File: config.mk
export PLATFORM = sky130hd
export DESIGN_NAME = tcp_timer_clock_prescaler
export DESIGN_NICKNAME = d
export VERILOG_FILES = /design/src/core/tcp_pkg.sv /design/src/core/tcp_ext_sync.sv /design/src/core/tcp_timer_clock_prescaler.sv
export SDC_FILE = /design/constraint.sdc
export NUM_CORES = 1
export LEC_CHECK = 0
export BUFFER_PORTS_ARGS = -buffer_cell sky130_fd_sc_hd__buf_2
export CAP_MARGIN = 25
export CORE_ASPECT_RATIO = 0.7
export CORE_MARGIN = 3
export CORE_UTILIZATION = 40
export DETAILED_ROUTE_END_ITERATION = 8
export GPL_ROUTABILITY_DRIVEN = 0
export GPL_TIMING_DRIVEN = 0
export PLACE_DENSITY_LB_ADDON = 0.08
export SLEW_MARGIN = 10
export SYNTH_ARGS = -nofsm -noshare
export SYNTH_HDL_FRONTEND = slang
export SYNTH_SLANG_ARGS = --single-unit
File: constraint.sdc
create_clock -name aclk -period 1.7 [get_ports aclk]
set_input_delay 0.17 -clock aclk [delete_from_list [all_inputs] [get_ports aclk]]
set_output_delay 0.17 -clock aclk [all_outputs]
set_load 0.1 [all_outputs]
File: src/core/tcp_pkg.sv
package tcp_pkg;
  // ----------------------------------------------------------------
  // register map (byte addresses)
  // ----------------------------------------------------------------
  localparam logic [7:0] TCP_GTC_OFFSET    = 8'h00;
  localparam logic [7:0] TCP_CSEL_OFFSET   = 8'h04;
  localparam logic [7:0] TCP_STATUS_OFFSET = 8'h08;
  // ----------------------------------------------------------------
  // fields
  // ----------------------------------------------------------------
  localparam int         TCP_SYNC_HOLD_BIT = 7;
  localparam int         TCP_PSR_BIT       = 0;
  localparam int         TCP_CSEL_W        = 3;
  localparam int         TCP_PRE_W         = 10;
  localparam logic [7:0] TCP_GTC_RESET     = 8'h00;
  localparam logic [2:0] TCP_CSEL_RESET    = 3'h0;
  // ----------------------------------------------------------------
  // clock select codes
  // ----------------------------------------------------------------
  typedef enum logic [2:0] {
    TCP_CS_STOP  = 3'h0,
    TCP_CS_DIRECT = 3'h1,
    TCP_CS_DIV8  = 3'h2,
    TCP_CS_DIV64 = 3'h3,
    TCP_CS_DIV256 = 3'h4,
    TCP_CS_DIV1024 = 3'h5,
    TCP_CS_EXT_FALL = 3'h6,
    TCP_CS_EXT_RISE = 3'h7
  } tcp_csel_e;
  // prescaler tap bit: tick when bits below wrap
  localparam int TCP_TAP8    = 3;
  localparam int TCP_TAP64   = 6;
  localparam int TCP_TAP256  = 8;
  localparam int TCP_TAP1024 = 10;
  localparam logic [1:0] TCP_RESP_OKAY   = 2'h0;
  localparam logic [1:0] TCP_RESP_SLVERR = 2'h2;
endpackage : tcp_pkg

File: src/core/tcp_ext_sync.sv
`timescale 1ns/100ps
module tcp_ext_sync
  import tcp_pkg::*;
(
  input  wire logic aclk,
  input  wire logic aresetn,
  input  wire logic ce,
  input  wire logic pin,
  output logic      sync_level,
  output logic      sync_prev
);
  logic s1_reg, s2_reg, s3_reg;
  logic s1_next, s2_next, s3_next;
  // ----------------------------------------------------------------
  // two-flop synchroniser, third flop for edge history
  // ----------------------------------------------------------------
  always_comb begin
    s1_next = ce ? pin : s1_reg;
    s2_next = ce ? s1_reg : s2_reg;
    s3_next = ce ? s2_reg : s3_reg;
  end
  always_ff @(posedge aclk) begin
    if (!aresetn) begin
      s1_reg <= 1'b0;
      s2_reg <= 1'b0;
      s3_reg <= 1'b0;
    end else begin
      s1_reg <= s1_next;
      s2_reg <= s2_next;
      s3_reg <= s3_next;
    end
  end
  assign sync_level = s2_reg;
  assign sync_prev  = s3_reg;
endmodule : tcp_ext_sync

File: src/core/tcp_timer_clock_prescaler.sv
`timescale 1ns/100ps
// How it works
// - select 1 ticks every clock
// - taps divide by 8, 64, 256, 1024
// - prescaler free-runs regardless of select
// - first prescaled tick within 1..N cycles of select change
// - input synchronised by clocked flops
// - one tick per rising/falling edge
// - tick 2 to 3 cycles after edge
// - external input never prescaled
// - hold mode keeps prescaler reset bit
// - clearing hold mode clears reset bit
// - reset bit self clears without hold
// - select 0 gives no tick
// - pin counts even when driven locally
module tcp_timer_clock_prescaler
  import tcp_pkg::*;
(
  input  wire logic        aclk,
  input  wire logic        aresetn,
  input  wire logic        clk_en,
  input  wire logic        ext_count_input,
  input  wire logic [31:0] s_axi_awaddr,
  input  wire logic        s_axi_awvalid,
  output logic             s_axi_awready,
  input  wire logic [31:0] s_axi_wdata,
  input  wire logic [3:0]  s_axi_wstrb,
  input  wire logic        s_axi_wvalid,
  output logic             s_axi_wready,
  output logic [1:0]       s_axi_bresp,
  output logic             s_axi_bvalid,
  input  wire logic        s_axi_bready,
  input  wire logic [31:0] s_axi_araddr,
  input  wire logic        s_axi_arvalid,
  output logic             s_axi_arready,
  output logic [31:0]      s_axi_rdata,
  output logic [1:0]       s_axi_rresp,
  output logic             s_axi_rvalid,
  input  wire logic        s_axi_rready,
  output logic             count_tick,
  output logic             ext_count_tick
);
  // ----------------------------------------------------------------
  // state
  // ----------------------------------------------------------------
  logic              sync_hold_mode_reg, sync_hold_mode_next;
  logic              prescaler_reset_bit_reg, prescaler_reset_bit_next;
  logic [2:0]        count_clock_select_reg, count_clock_select_next;
  logic [TCP_PRE_W-1:0] pre_reg, pre_next;
  logic              tick_reg, tick_next;
  logic              ext_tick_reg, ext_tick_next;
  logic              aw_hold_reg, aw_hold_next;
  logic              w_hold_reg, w_hold_next;
  logic [7:0]        awaddr_reg, awaddr_next;
  logic [31:0]       wdata_reg, wdata_next;
  logic              wstrb0_reg, wstrb0_next;
  logic              bvalid_reg, bvalid_next;
  logic [1:0]        bresp_reg, bresp_next;
  logic              rvalid_reg, rvalid_next;
  logic [31:0]       rdata_reg, rdata_next;
  logic [1:0]        rresp_reg, rresp_next;
  logic              sync_level, sync_prev;
  logic              pre_clear;
  logic              wr_fire, rd_fire;
  logic [TCP_PRE_W:0] pre_inc;
  logic              rise_seen, fall_seen;

  // ----------------------------------------------------------------
  // external pin synchroniser
  // ----------------------------------------------------------------
  // clocked sampling
  tcp_ext_sync u_sync (
    .aclk       (aclk),
    .aresetn    (aresetn),
    .ce         (clk_en),
    .pin        (ext_count_input),
    .sync_level (sync_level),
    .sync_prev  (sync_prev)
  );

  // ----------------------------------------------------------------
  // register bus
  // ----------------------------------------------------------------
  assign wr_fire = (aw_hold_reg && w_hold_reg) && !bvalid_reg;
  assign rd_fire = s_axi_arvalid && !rvalid_reg;

  always_comb begin
    aw_hold_next = aw_hold_reg;
    w_hold_next  = w_hold_reg;
    awaddr_next  = awaddr_reg;
    wdata_next   = wdata_reg;
    wstrb0_next  = wstrb0_reg;
    bvalid_next  = bvalid_reg;
    bresp_next   = bresp_reg;
    rvalid_next  = rvalid_reg;
    rdata_next   = rdata_reg;
    rresp_next   = rresp_reg;
    if (s_axi_awvalid && !aw_hold_reg) begin
      aw_hold_next = 1'b1;
      awaddr_next  = s_axi_awaddr[7:0];
    end
    if (s_axi_wvalid && !w_hold_reg) begin
      w_hold_next = 1'b1;
      wdata_next  = s_axi_wdata;
      wstrb0_next = s_axi_wstrb[0];
    end
    if (wr_fire) begin
      aw_hold_next = 1'b0;
      w_hold_next  = 1'b0;
      bvalid_next  = 1'b1;
      bresp_next   = (awaddr_reg == TCP_GTC_OFFSET || awaddr_reg == TCP_CSEL_OFFSET ||
                      awaddr_reg == TCP_STATUS_OFFSET) ? TCP_RESP_OKAY : TCP_RESP_SLVERR;
    end else if (bvalid_reg && s_axi_bready) begin
      bvalid_next = 1'b0;
    end
    if (rd_fire) begin
      rvalid_next = 1'b1;
      rresp_next  = TCP_RESP_OKAY;
      unique case (s_axi_araddr[7:0])
        TCP_GTC_OFFSET:
          rdata_next = {24'h0, sync_hold_mode_reg, 6'h0, prescaler_reset_bit_reg};
        TCP_CSEL_OFFSET:
          rdata_next = {29'h0, count_clock_select_reg};
        TCP_STATUS_OFFSET:
          rdata_next = {21'h0, sync_level, pre_reg};
        default: begin
          rdata_next = 32'h0;
          rresp_next = TCP_RESP_SLVERR;
        end
      endcase
    end else if (rvalid_reg && s_axi_rready) begin
      rvalid_next = 1'b0;
    end
  end

  // ----------------------------------------------------------------
  // control register
  // ----------------------------------------------------------------
  always_comb begin
    sync_hold_mode_next      = sync_hold_mode_reg;
    prescaler_reset_bit_next = prescaler_reset_bit_reg;
    count_clock_select_next  = count_clock_select_reg;
    if (!sync_hold_mode_reg)
      prescaler_reset_bit_next = 1'b0;
    if (wr_fire && wstrb0_reg && awaddr_reg == TCP_GTC_OFFSET) begin
      sync_hold_mode_next = wdata_reg[TCP_SYNC_HOLD_BIT];
      if (wdata_reg[TCP_SYNC_HOLD_BIT])
        prescaler_reset_bit_next = wdata_reg[TCP_PSR_BIT] | prescaler_reset_bit_reg;
      else
        prescaler_reset_bit_next = 1'b0;
    end
    if (wr_fire && wstrb0_reg && awaddr_reg == TCP_CSEL_OFFSET)
      count_clock_select_next = wdata_reg[TCP_CSEL_W-1:0];
  end

  // a written one resets the prescaler in the write cycle itself
  assign pre_clear = prescaler_reset_bit_reg ||
                     (wr_fire && wstrb0_reg && awaddr_reg == TCP_GTC_OFFSET &&
                      wdata_reg[TCP_PSR_BIT]);

  // ----------------------------------------------------------------
  // prescaler and tick selection
  // ----------------------------------------------------------------
  assign pre_inc   = {1'b0, pre_reg} + {{TCP_PRE_W{1'b0}}, 1'b1};
  assign rise_seen = sync_level && !sync_prev;
  assign fall_seen = !sync_level && sync_prev;

  always_comb begin
    pre_next = pre_clear ? '0 : pre_inc[TCP_PRE_W-1:0];
    // one pulse per edge, from the synchronised pin
    ext_tick_next = ((count_clock_select_reg == TCP_CS_EXT_RISE) && rise_seen) ||
                    ((count_clock_select_reg == TCP_CS_EXT_FALL) && fall_seen);
    // tap fires when lower bits wrap
    unique case (tcp_csel_e'(count_clock_select_reg))
      TCP_CS_STOP:     tick_next = 1'b0;
      TCP_CS_DIRECT:   tick_next = 1'b1;
      TCP_CS_DIV8:     tick_next = !pre_clear && (&pre_reg[TCP_TAP8-1:0]);
      TCP_CS_DIV64:    tick_next = !pre_clear && (&pre_reg[TCP_TAP64-1:0]);
      TCP_CS_DIV256:   tick_next = !pre_clear && (&pre_reg[TCP_TAP256-1:0]);
      TCP_CS_DIV1024:  tick_next = !pre_clear && (&pre_reg[TCP_TAP1024-1:0]);
      TCP_CS_EXT_FALL: tick_next = ext_tick_next;
      TCP_CS_EXT_RISE: tick_next = ext_tick_next;
    endcase
  end

  // ----------------------------------------------------------------
  // registers
  // ----------------------------------------------------------------
  always_ff @(posedge aclk) begin
    if (!aresetn) begin
      sync_hold_mode_reg      <= TCP_GTC_RESET[TCP_SYNC_HOLD_BIT];
      prescaler_reset_bit_reg <= TCP_GTC_RESET[TCP_PSR_BIT];
      count_clock_select_reg  <= TCP_CSEL_RESET;
      pre_reg                 <= '0;
      tick_reg                <= 1'b0;
      ext_tick_reg            <= 1'b0;
      aw_hold_reg             <= 1'b0;
      w_hold_reg              <= 1'b0;
      awaddr_reg              <= 8'h00;
      wdata_reg               <= 32'h0;
      wstrb0_reg              <= 1'b0;
      bvalid_reg              <= 1'b0;
      bresp_reg               <= TCP_RESP_OKAY;
      rvalid_reg              <= 1'b0;
      rdata_reg               <= 32'h0;
      rresp_reg               <= TCP_RESP_OKAY;
    end else if (clk_en) begin
      sync_hold_mode_reg      <= sync_hold_mode_next;
      prescaler_reset_bit_reg <= prescaler_reset_bit_next;
      count_clock_select_reg  <= count_clock_select_next;
      pre_reg                 <= pre_next;
      tick_reg                <= tick_next;
      ext_tick_reg            <= ext_tick_next;
      aw_hold_reg             <= aw_hold_next;
      w_hold_reg              <= w_hold_next;
      awaddr_reg              <= awaddr_next;
      wdata_reg               <= wdata_next;
      wstrb0_reg              <= wstrb0_next;
      bvalid_reg              <= bvalid_next;
      bresp_reg               <= bresp_next;
      rvalid_reg              <= rvalid_next;
      rdata_reg               <= rdata_next;
      rresp_reg               <= rresp_next;
    end
  end

  assign s_axi_awready  = !aw_hold_reg;
  assign s_axi_wready   = !w_hold_reg;
  assign s_axi_bvalid   = bvalid_reg;
  assign s_axi_bresp    = bresp_reg;
  assign s_axi_arready  = !rvalid_reg;
  assign s_axi_rvalid   = rvalid_reg;
  assign s_axi_rdata    = rdata_reg;
  assign s_axi_rresp    = rresp_reg;
  assign count_tick     = tick_reg;
  assign ext_count_tick = ext_tick_reg;

  // ----------------------------------------------------------------
  // checks
  // ----------------------------------------------------------------
  chk_direct_tick_every: assert property (
    @(posedge aclk) disable iff (!aresetn)
    (clk_en && count_clock_select_reg == TCP_CS_DIRECT) |=> count_tick)
    else $error("direct select missed a tick");
  chk_stop_no_tick: assert property (
    @(posedge aclk) disable iff (!aresetn)
    (clk_en && count_clock_select_reg == TCP_CS_STOP) |=> !count_tick)
    else $error("tick while stopped");
  chk_div8_spacing: assert property (
    @(posedge aclk) disable iff (!aresetn)
    (count_tick && count_clock_select_reg == TCP_CS_DIV8 && clk_en && !pre_clear)
      |=> !count_tick [*7])
    else $error("div8 ticks too close");
  chk_prescaler_free_run: assert property (
    @(posedge aclk) disable iff (!aresetn)
    (clk_en && !pre_clear && $changed(count_clock_select_reg))
      |=> pre_reg == $past(pre_reg) + 10'h1)
    else $error("prescaler disturbed by select");
  chk_psr_self_clear: assert property (
    @(posedge aclk) disable iff (!aresetn)
    (clk_en && wr_fire && wstrb0_reg && awaddr_reg == TCP_GTC_OFFSET &&
     wdata_reg[TCP_PSR_BIT] && !wdata_reg[TCP_SYNC_HOLD_BIT])
      |=> !prescaler_reset_bit_reg && pre_reg == 10'h0)
    else $error("reset bit did not clear");
  chk_hold_keeps_psr: assert property (
    @(posedge aclk) disable iff (!aresetn)
    (clk_en && sync_hold_mode_reg && prescaler_reset_bit_reg && !wr_fire)
      |=> prescaler_reset_bit_reg && pre_reg == 10'h0)
    else $error("hold mode lost reset bit");
  chk_hold_exit_clear: assert property (
    @(posedge aclk) disable iff (!aresetn)
    (clk_en && sync_hold_mode_reg && !sync_hold_mode_next) |=> !prescaler_reset_bit_reg)
    else $error("leaving hold left reset bit set");
  chk_ext_rise_latency: assert property (
    @(posedge aclk) disable iff (!aresetn)
    (clk_en && count_clock_select_reg == TCP_CS_EXT_RISE && rise_seen) |=> ext_count_tick)
    else $error("rising edge tick missing");
  chk_ext_single_pulse: assert property (
    @(posedge aclk) disable iff (!aresetn)
    (clk_en && ext_count_tick) |=> !(clk_en && ext_count_tick))
    else $error("edge gave two pulses");
endmodule : tcp_timer_clock_prescaler

After elaboration in Yosys (flattened, before gate mapping)

Index checks and enable logic that the tools add are counted.

Register bits: 77
Bits in latches: 0
RAM bits: 0
ROM bits: 0
Input port bits: 109
Output and inout port bits: 43
Logic and storage cells: 103
Memories kept: 0

$add $sub $neg: 1
Multipliers: 0
Divide/modulo/power cells: 0
Magnitude comparators: 0
Equal/unequal tests: 12
Shift operators: 0
Mux-type cells: 16
Bitwise logic cells: 1
Reduce and logical (&&, ||, !) cells: 54

Operators by type and width:

| operator              | count |
|---|---|
| $pmux 11 s3           | 1 |
| $reduce_and 2->1      | 11 |
| $logic_and 1x1->1     | 19 |
| $eq 8x3->1 const B    | 2 |
| $eq 8x4->1 const B    | 2 |
| $logic_not 8->1       | 2 |
| $eq 3x3->1 const B    | 4 |
| $mux 1                | 11 |
| $add 10x1->10 const B | 1 |
| $mux 10               | 1 |
| $reduce_and 10->1     | 1 |
| $reduce_and 8->1      | 1 |
| $reduce_bool 2->1     | 4 |
| $logic_not 1->1       | 7 |
| $pmux 1 s7            | 1 |
| $eq 3x2->1 const B    | 2 |
| $reduce_and 6->1      | 1 |
| $logic_or 1x1->1      | 4 |
| $mux 2                | 2 |
| $eq 3x1->1 const B    | 1 |
| $logic_not 3->1       | 1 |
| $reduce_and 3->1      | 1 |
| $reduce_or 3->1       | 1 |
| $ne 2x1->1 const B    | 1 |
| 2 further kinds       | 2 |

Depth between registers and ports, before layout

Word-level depth: 9
Depth in mapped cells: 5

By module

A second synthesis with hierarchy kept.

Cell total of the unflattened synthesis: 265
Area total of the unflattened synthesis: 2407.3 um^2

By module, submodules not included:

| module                    | instances | cells each | area each (um^2) |
|---|---|---|---|
| tcp_timer_clock_prescaler | 1         | 256        | 2298.5 |
| tcp_ext_sync              | 1         | 9          | 108.9 |

Worst setup path after synthesis

Ideal clock, no wire load.

Kind: reg-to-reg
Start point: reg rvalid_reg, in the netlist s_axi_rvalid
End point: reg rdata_reg[10], in the netlist s_axi_rdata[10]
Library setup time: 0.128 ns
Arrival time: 1.809 ns
Required time: 1.572 ns
Path slack: -0.237 ns
Cell stages (with the launch flop): 6
Path buffers: 1
Clock period less this slack: 1.937 ns
Path through: dfxtp_1 -> nand3b_1 -> and4b_1 -> buf_2 -> a22oi_1 -> nor2_1

Cells in the longest elaborated chain, start to end: 3

RTL lines:

| what                       | RTL line                         | RTL |
|---|---|---|
| start, declared            | tcp_timer_clock_prescaler.sv:59  | `logic rvalid_reg, rvalid_next;` |
| start signal, assigned     | tcp_timer_clock_prescaler.sv:221 | `rvalid_reg <= rvalid_next;` |
| $logic_not 1->1            | tcp_timer_clock_prescaler.sv:85  | `assign rd_fire = s_axi_arvalid && !rvalid_reg;` |
| $logic_and 1x1->1          | tcp_timer_clock_prescaler.sv:85  |  |
| $reduce_and 2->1 (no line) | --                               |  |
| end signal, assigned       | tcp_timer_clock_prescaler.sv:222 | `rdata_reg <= rdata_next;` |
| end, declared              | tcp_timer_clock_prescaler.sv:60  | `logic [31:0] rdata_reg, rdata_next;` |

Every way passes these cells.
A chain may end at the register's enable or synchronous reset.

Worst setup path in the final report

Start point: reg awaddr_reg[1]
End point: reg pre_reg[9]

Cells in the longest elaborated chain, start to end: 5

RTL lines:

| what                           | RTL line                         | RTL |
|---|---|---|
| start, declared                | tcp_timer_clock_prescaler.sv:54  | `logic [7:0] awaddr_reg, awaddr_next;` |
| start signal, assigned         | tcp_timer_clock_prescaler.sv:216 | `awaddr_reg <= awaddr_next;` |
| $logic_not 8->1                | tcp_timer_clock_prescaler.sv:158 | `(wr_fire && wstrb0_reg && awaddr_reg == TCP_GTC_OFFSET &&` |
| $logic_and 1x1->1 (2 in a row) | tcp_timer_clock_prescaler.sv:158 |  |
| $logic_or 1x1->1               | tcp_timer_clock_prescaler.sv:157 | `assign pre_clear = prescaler_reset_bit_reg \|\|` |
| $mux 10                        | tcp_timer_clock_prescaler.sv:169 | `pre_next = pre_clear ? '0 : pre_inc[TCP_PRE_W-1:0];` |
| end signal, assigned           | tcp_timer_clock_prescaler.sv:211 | `pre_reg <= pre_next;` |
| end, declared                  | tcp_timer_clock_prescaler.sv:49  | `logic [TCP_PRE_W-1:0] pre_reg, pre_next;` |

Every way passes these cells.

==> results.json <==
{
  "hpwlAfterDp_mm": 4.044,
  "maxSlewViolCount": 0,
  "worstReg2RegStart": "awaddr_reg[1]$_SDFFE_PN0P_",
  "drt_iter0_markers": 91,
  "use_met3": 0.04138,
  "crit_required_ps": 1900,
  "cts_inserted_buffers": 5,
  "initial_core_util": 0.4351,
  "utilization": 0.5355,
  "yosysWarnings": 0,
  "design_area_mm2": 0.002963,
  "synth_area_leader_cell": "dfxtp_1",
  "clkTransAtPathRegs_ps": 90,
  "crit_path_top_delay_cell": "nor4_4",
  "pin_count": 152,
  "leakage_uw": 0.001384,
  "critPathArrivalTime_ps": 1830,
  "ys_top_cells_by_area": "dfxtp_1 42%, mux2i_1 8.7%, buf_4 7.2%",
  "fin_nets": 460,
  "yosysUniqueCellTypes": 47,
  "power_switching_share": 0.3350,
  "ir_worst_vdd_v": 0.0003582,
  "setup_viol": 0,
  "num_rows": 22,
  "holdBufCountCts": 0,
  "via_count": 1993,
  "multi_input_comb_area_mm2": 0.001254,
  "syn_inst": 266,
  "wl_per_cell_um": 12.61,
  "worstReg2RegEnd": "pre_reg[9]$_SDFFE_PN0P_",
  "die_y_um": 70.91,
  "cts.path.max_buffers": 2,
  "cp_max_fo": 10,
  "netlist.area_leader.share": 0.4158,
  "cts-root-buf": "clkbuf_8",
  "clkSinkCount": 50,
  "fp.coreArea_mm2": 0.005533,
  "seqCellArea_mm2": 0.001003,
  "syn_area_mm2": 0.002407,
  "holdCritStartpoint": "s_axi_awaddr[7]",
  "drc": 0,
  "firstDrtPassIters": 4,
  "synth_edf_count": 0,
  "switching_power_uw": 838.6,
  "insertion_delay_ps": 300,
  "rrSetupSlack_ps": 70,
  "synth_compound_area_frac": 0.1138,
  "drive_gt1_frac": 0.2767,
  "path_cells": "nor4_4 -> nand4_4 -> o311ai_4 -> buf_12 -> nor2_1",
  "clkPwrFrac": 0.289,
  "cp-end-kind": "flop",
  "maxCapViolCount": 0,
  "synth-seq-area-share": 0.4158,
  "muxShareOfSynthArea": 0.08732,
  "yosys.area_share.xor_xnor": 0.02911,
  "min_period_ps": 1628,
  "via_per_inst": 4.757,
  "area_growth_pct": 23.08,
  "p_comb_frac": 0.219,
  "place_area_mm2": 0.002840,
  "min_path_cells": 3,
  "synthSimpleGateAreaFrac": 0.2266,
  "cts_max_level": 2,
  "fillCellCount": 540,
  "fin_crit_sh": 0.9574,
  "ant_nets": 0,
  "synth_top_family_by_area": "simple AND/OR/NAND/NOR gates",
  "dpl_worst_slack_ps": -3.488,
  "grt_pass1_vias": 1777,
  "internal_power_uw": 1665,
  "cts_tree": "yes",
  "p_seq_frac": 0.492,
  "synthAdderAreaFrac": 0.02599,
  "track_usage": 0.1577,
  "layout_setup_ws_ps": 72.49,
  "fp.dieArea_mm2": 0.007000,
  "worst_slew_pin_slew_ps": 540.5,
  "grt_use_met1": 0.2477,
  "largest_register_ffs": 11,
  "insertedDiodeCount": 0,
  "die_w_um": 98.72,
  "outcome": "completed",
  "setup.worst_path.start_class": "flop",
  "power.density_mw_per_mm2": 845.0,
  "grt_overflow_total": 0,
  "path_class": "flop to flop",
  "ys_seq_elements": 50,
  "clock.fmax_ghz": 0.6144,
  "hold_viol": 0,
  "grt-busiest-layer": "met1",
  "met2_usage": 0.2067,
  "postSynthAreaPerCell_um2": 9.050,
  "placement.io_buffers": 49,
  "rr_worst_depth": 5,
  "grt_start_max_net_pins": 16,
  "slowest_delay_ps": 430,
  "hp-class": "input pin to flop",
  "skew_ps": 4.453,
  "synth-async-reset-ratio": 0,
  "wirelength_mm": 5.284,
  "antenna_found_initial": 0,
  "ys.flop_type": "dfxtp_1",
  "min_to": "awaddr_reg[7]$_SDFFE_PN0P_",
  "grt_pass1_wl_mm": 8.873,
  "worst_slew_margin_rel": 0.6397
}
## per-layer routing
layer  vias up  wire, um  part of all wire
li1       1042         -                 -
met2        60      1944              0.37
met5         -         0                 0
met4         0        27            0.0051
met1       889      2935              0.56
met3         2       377             0.071
## power by group through the flow
stage | Combinational, uW | Clock [uW] | Sequential [uW]
after floorplan | 420 | 0 | 1290
after global placement | 536 | 0 | 1260
after detailed placement | 537 | 0 | 1260
after CTS | 544 | 747 | 1230
after global routing | 580 | 805 | 1240
final | 549 | 724 | 1230
## logic make-up (layout without fill, tap and decap cells)
family	count (synthesis)	after routing
buf+inv	40	99
mux	21	21
other cells	1	23
fa+ha+maj	5	5
simple gates	101	101
xor+xnor	8	8
flops	50	50
compound gates	40	40
## worst max-delay path: cells and delay by family, from the launching register on
kind	cells	cell delay (ps)
buffers and inverters	1	160
DFF	1	350
AOI/OAI and AO/OA	1	330
and+or+nand+nor	3	680
## final cells by class
| type | instances | area share |
|---|---|---|
| Inverter | 9 | 0.01394 |
| Multi-Input combinational cell | 198 | 0.4231 |
| Buffer | 31 | 0.06968 |
| Timing Repair Buffer | 51 | 0.09206 |
| Sequential cell | 50 | 0.3387 |
| Clock inverter | 2 | 0.004223 |
| Tap cell | 72 | 0.03041 |
| Clock buffer | 6 | 0.02787 |
## layout by cell type, fill, tap and decap left out, types with 4 or more instances in the layout
cell type and instances:
inv_1 6, clkbuf_1 5, mux2i_1 21, xnor2_1 4
a21oi_1 13, buf_2 52, o21ai_0 6, nor2_1 43
xor2_1 4, conb_1 23, buf_4 24, ha_1 5
clkbuf_8 6, nand3_1 9, dfxtp_1 48, a22oi_1 9
nand2_1 13
## how the worst max path moves through the flow
stage | start | to | slack (ps)
2_1_floorplan | count_tick$_SDFFE_PN0P_ | count_tick$_SDFFE_PN0P_ | 20
3_3_place_gp | awaddr_reg[5]$_SDFFE_PN0P_ | pre_reg[1]$_SDFFE_PN0P_ | 20
3_5_place_dp | awaddr_reg[5]$_SDFFE_PN0P_ | pre_reg[2]$_SDFFE_PN0P_ | -3
4_1_cts | awaddr_reg[5]$_SDFFE_PN0P_ | pre_reg[3]$_SDFFE_PN0P_ | 70
5_1_grt | awaddr_reg[1]$_SDFFE_PN0P_ | pre_reg[9]$_SDFFE_PN0P_ | -1
6_report | awaddr_reg[1]$_SDFFE_PN0P_ | pre_reg[9]$_SDFFE_PN0P_ | 70
## synthesized netlist by cell type (4+ instances only)
cell      count
ha_1          5
xnor2_1       4
nand2_1      13
a21oi_1      13
clkbuf_1      5
inv_1         8
xor2_1        4
mux2i_1      21
nor2_1       43
buf_4        23
dfxtp_1      50
nand3_1      10
a22oi_1       9
o21ai_0       6
## per-stage QoR
stage	hold slack (ps)	total power, uW	setup TNS (ps)	std cells
2_1_floorplan	287.5	1709	0	288
3_3_place_gp	398.7	1794	0	409
3_5_place_dp	411.4	1796	-3.517	409
4_1_cts	91.12	2522	0	418
5_1_grt	92.46	2622	-0.9626	419
6_report	98.09	2504	0	419
## repair_timing
| action | CTS | global route |
|---|---|---|
| pin swaps | 1 | 1 |
| setup buffers | 1 | 1 |
| gates resized for setup | 0 | 0 |
| setup endpoints to repair | 10 | 10 |
(Power assumes the default switching activity.)
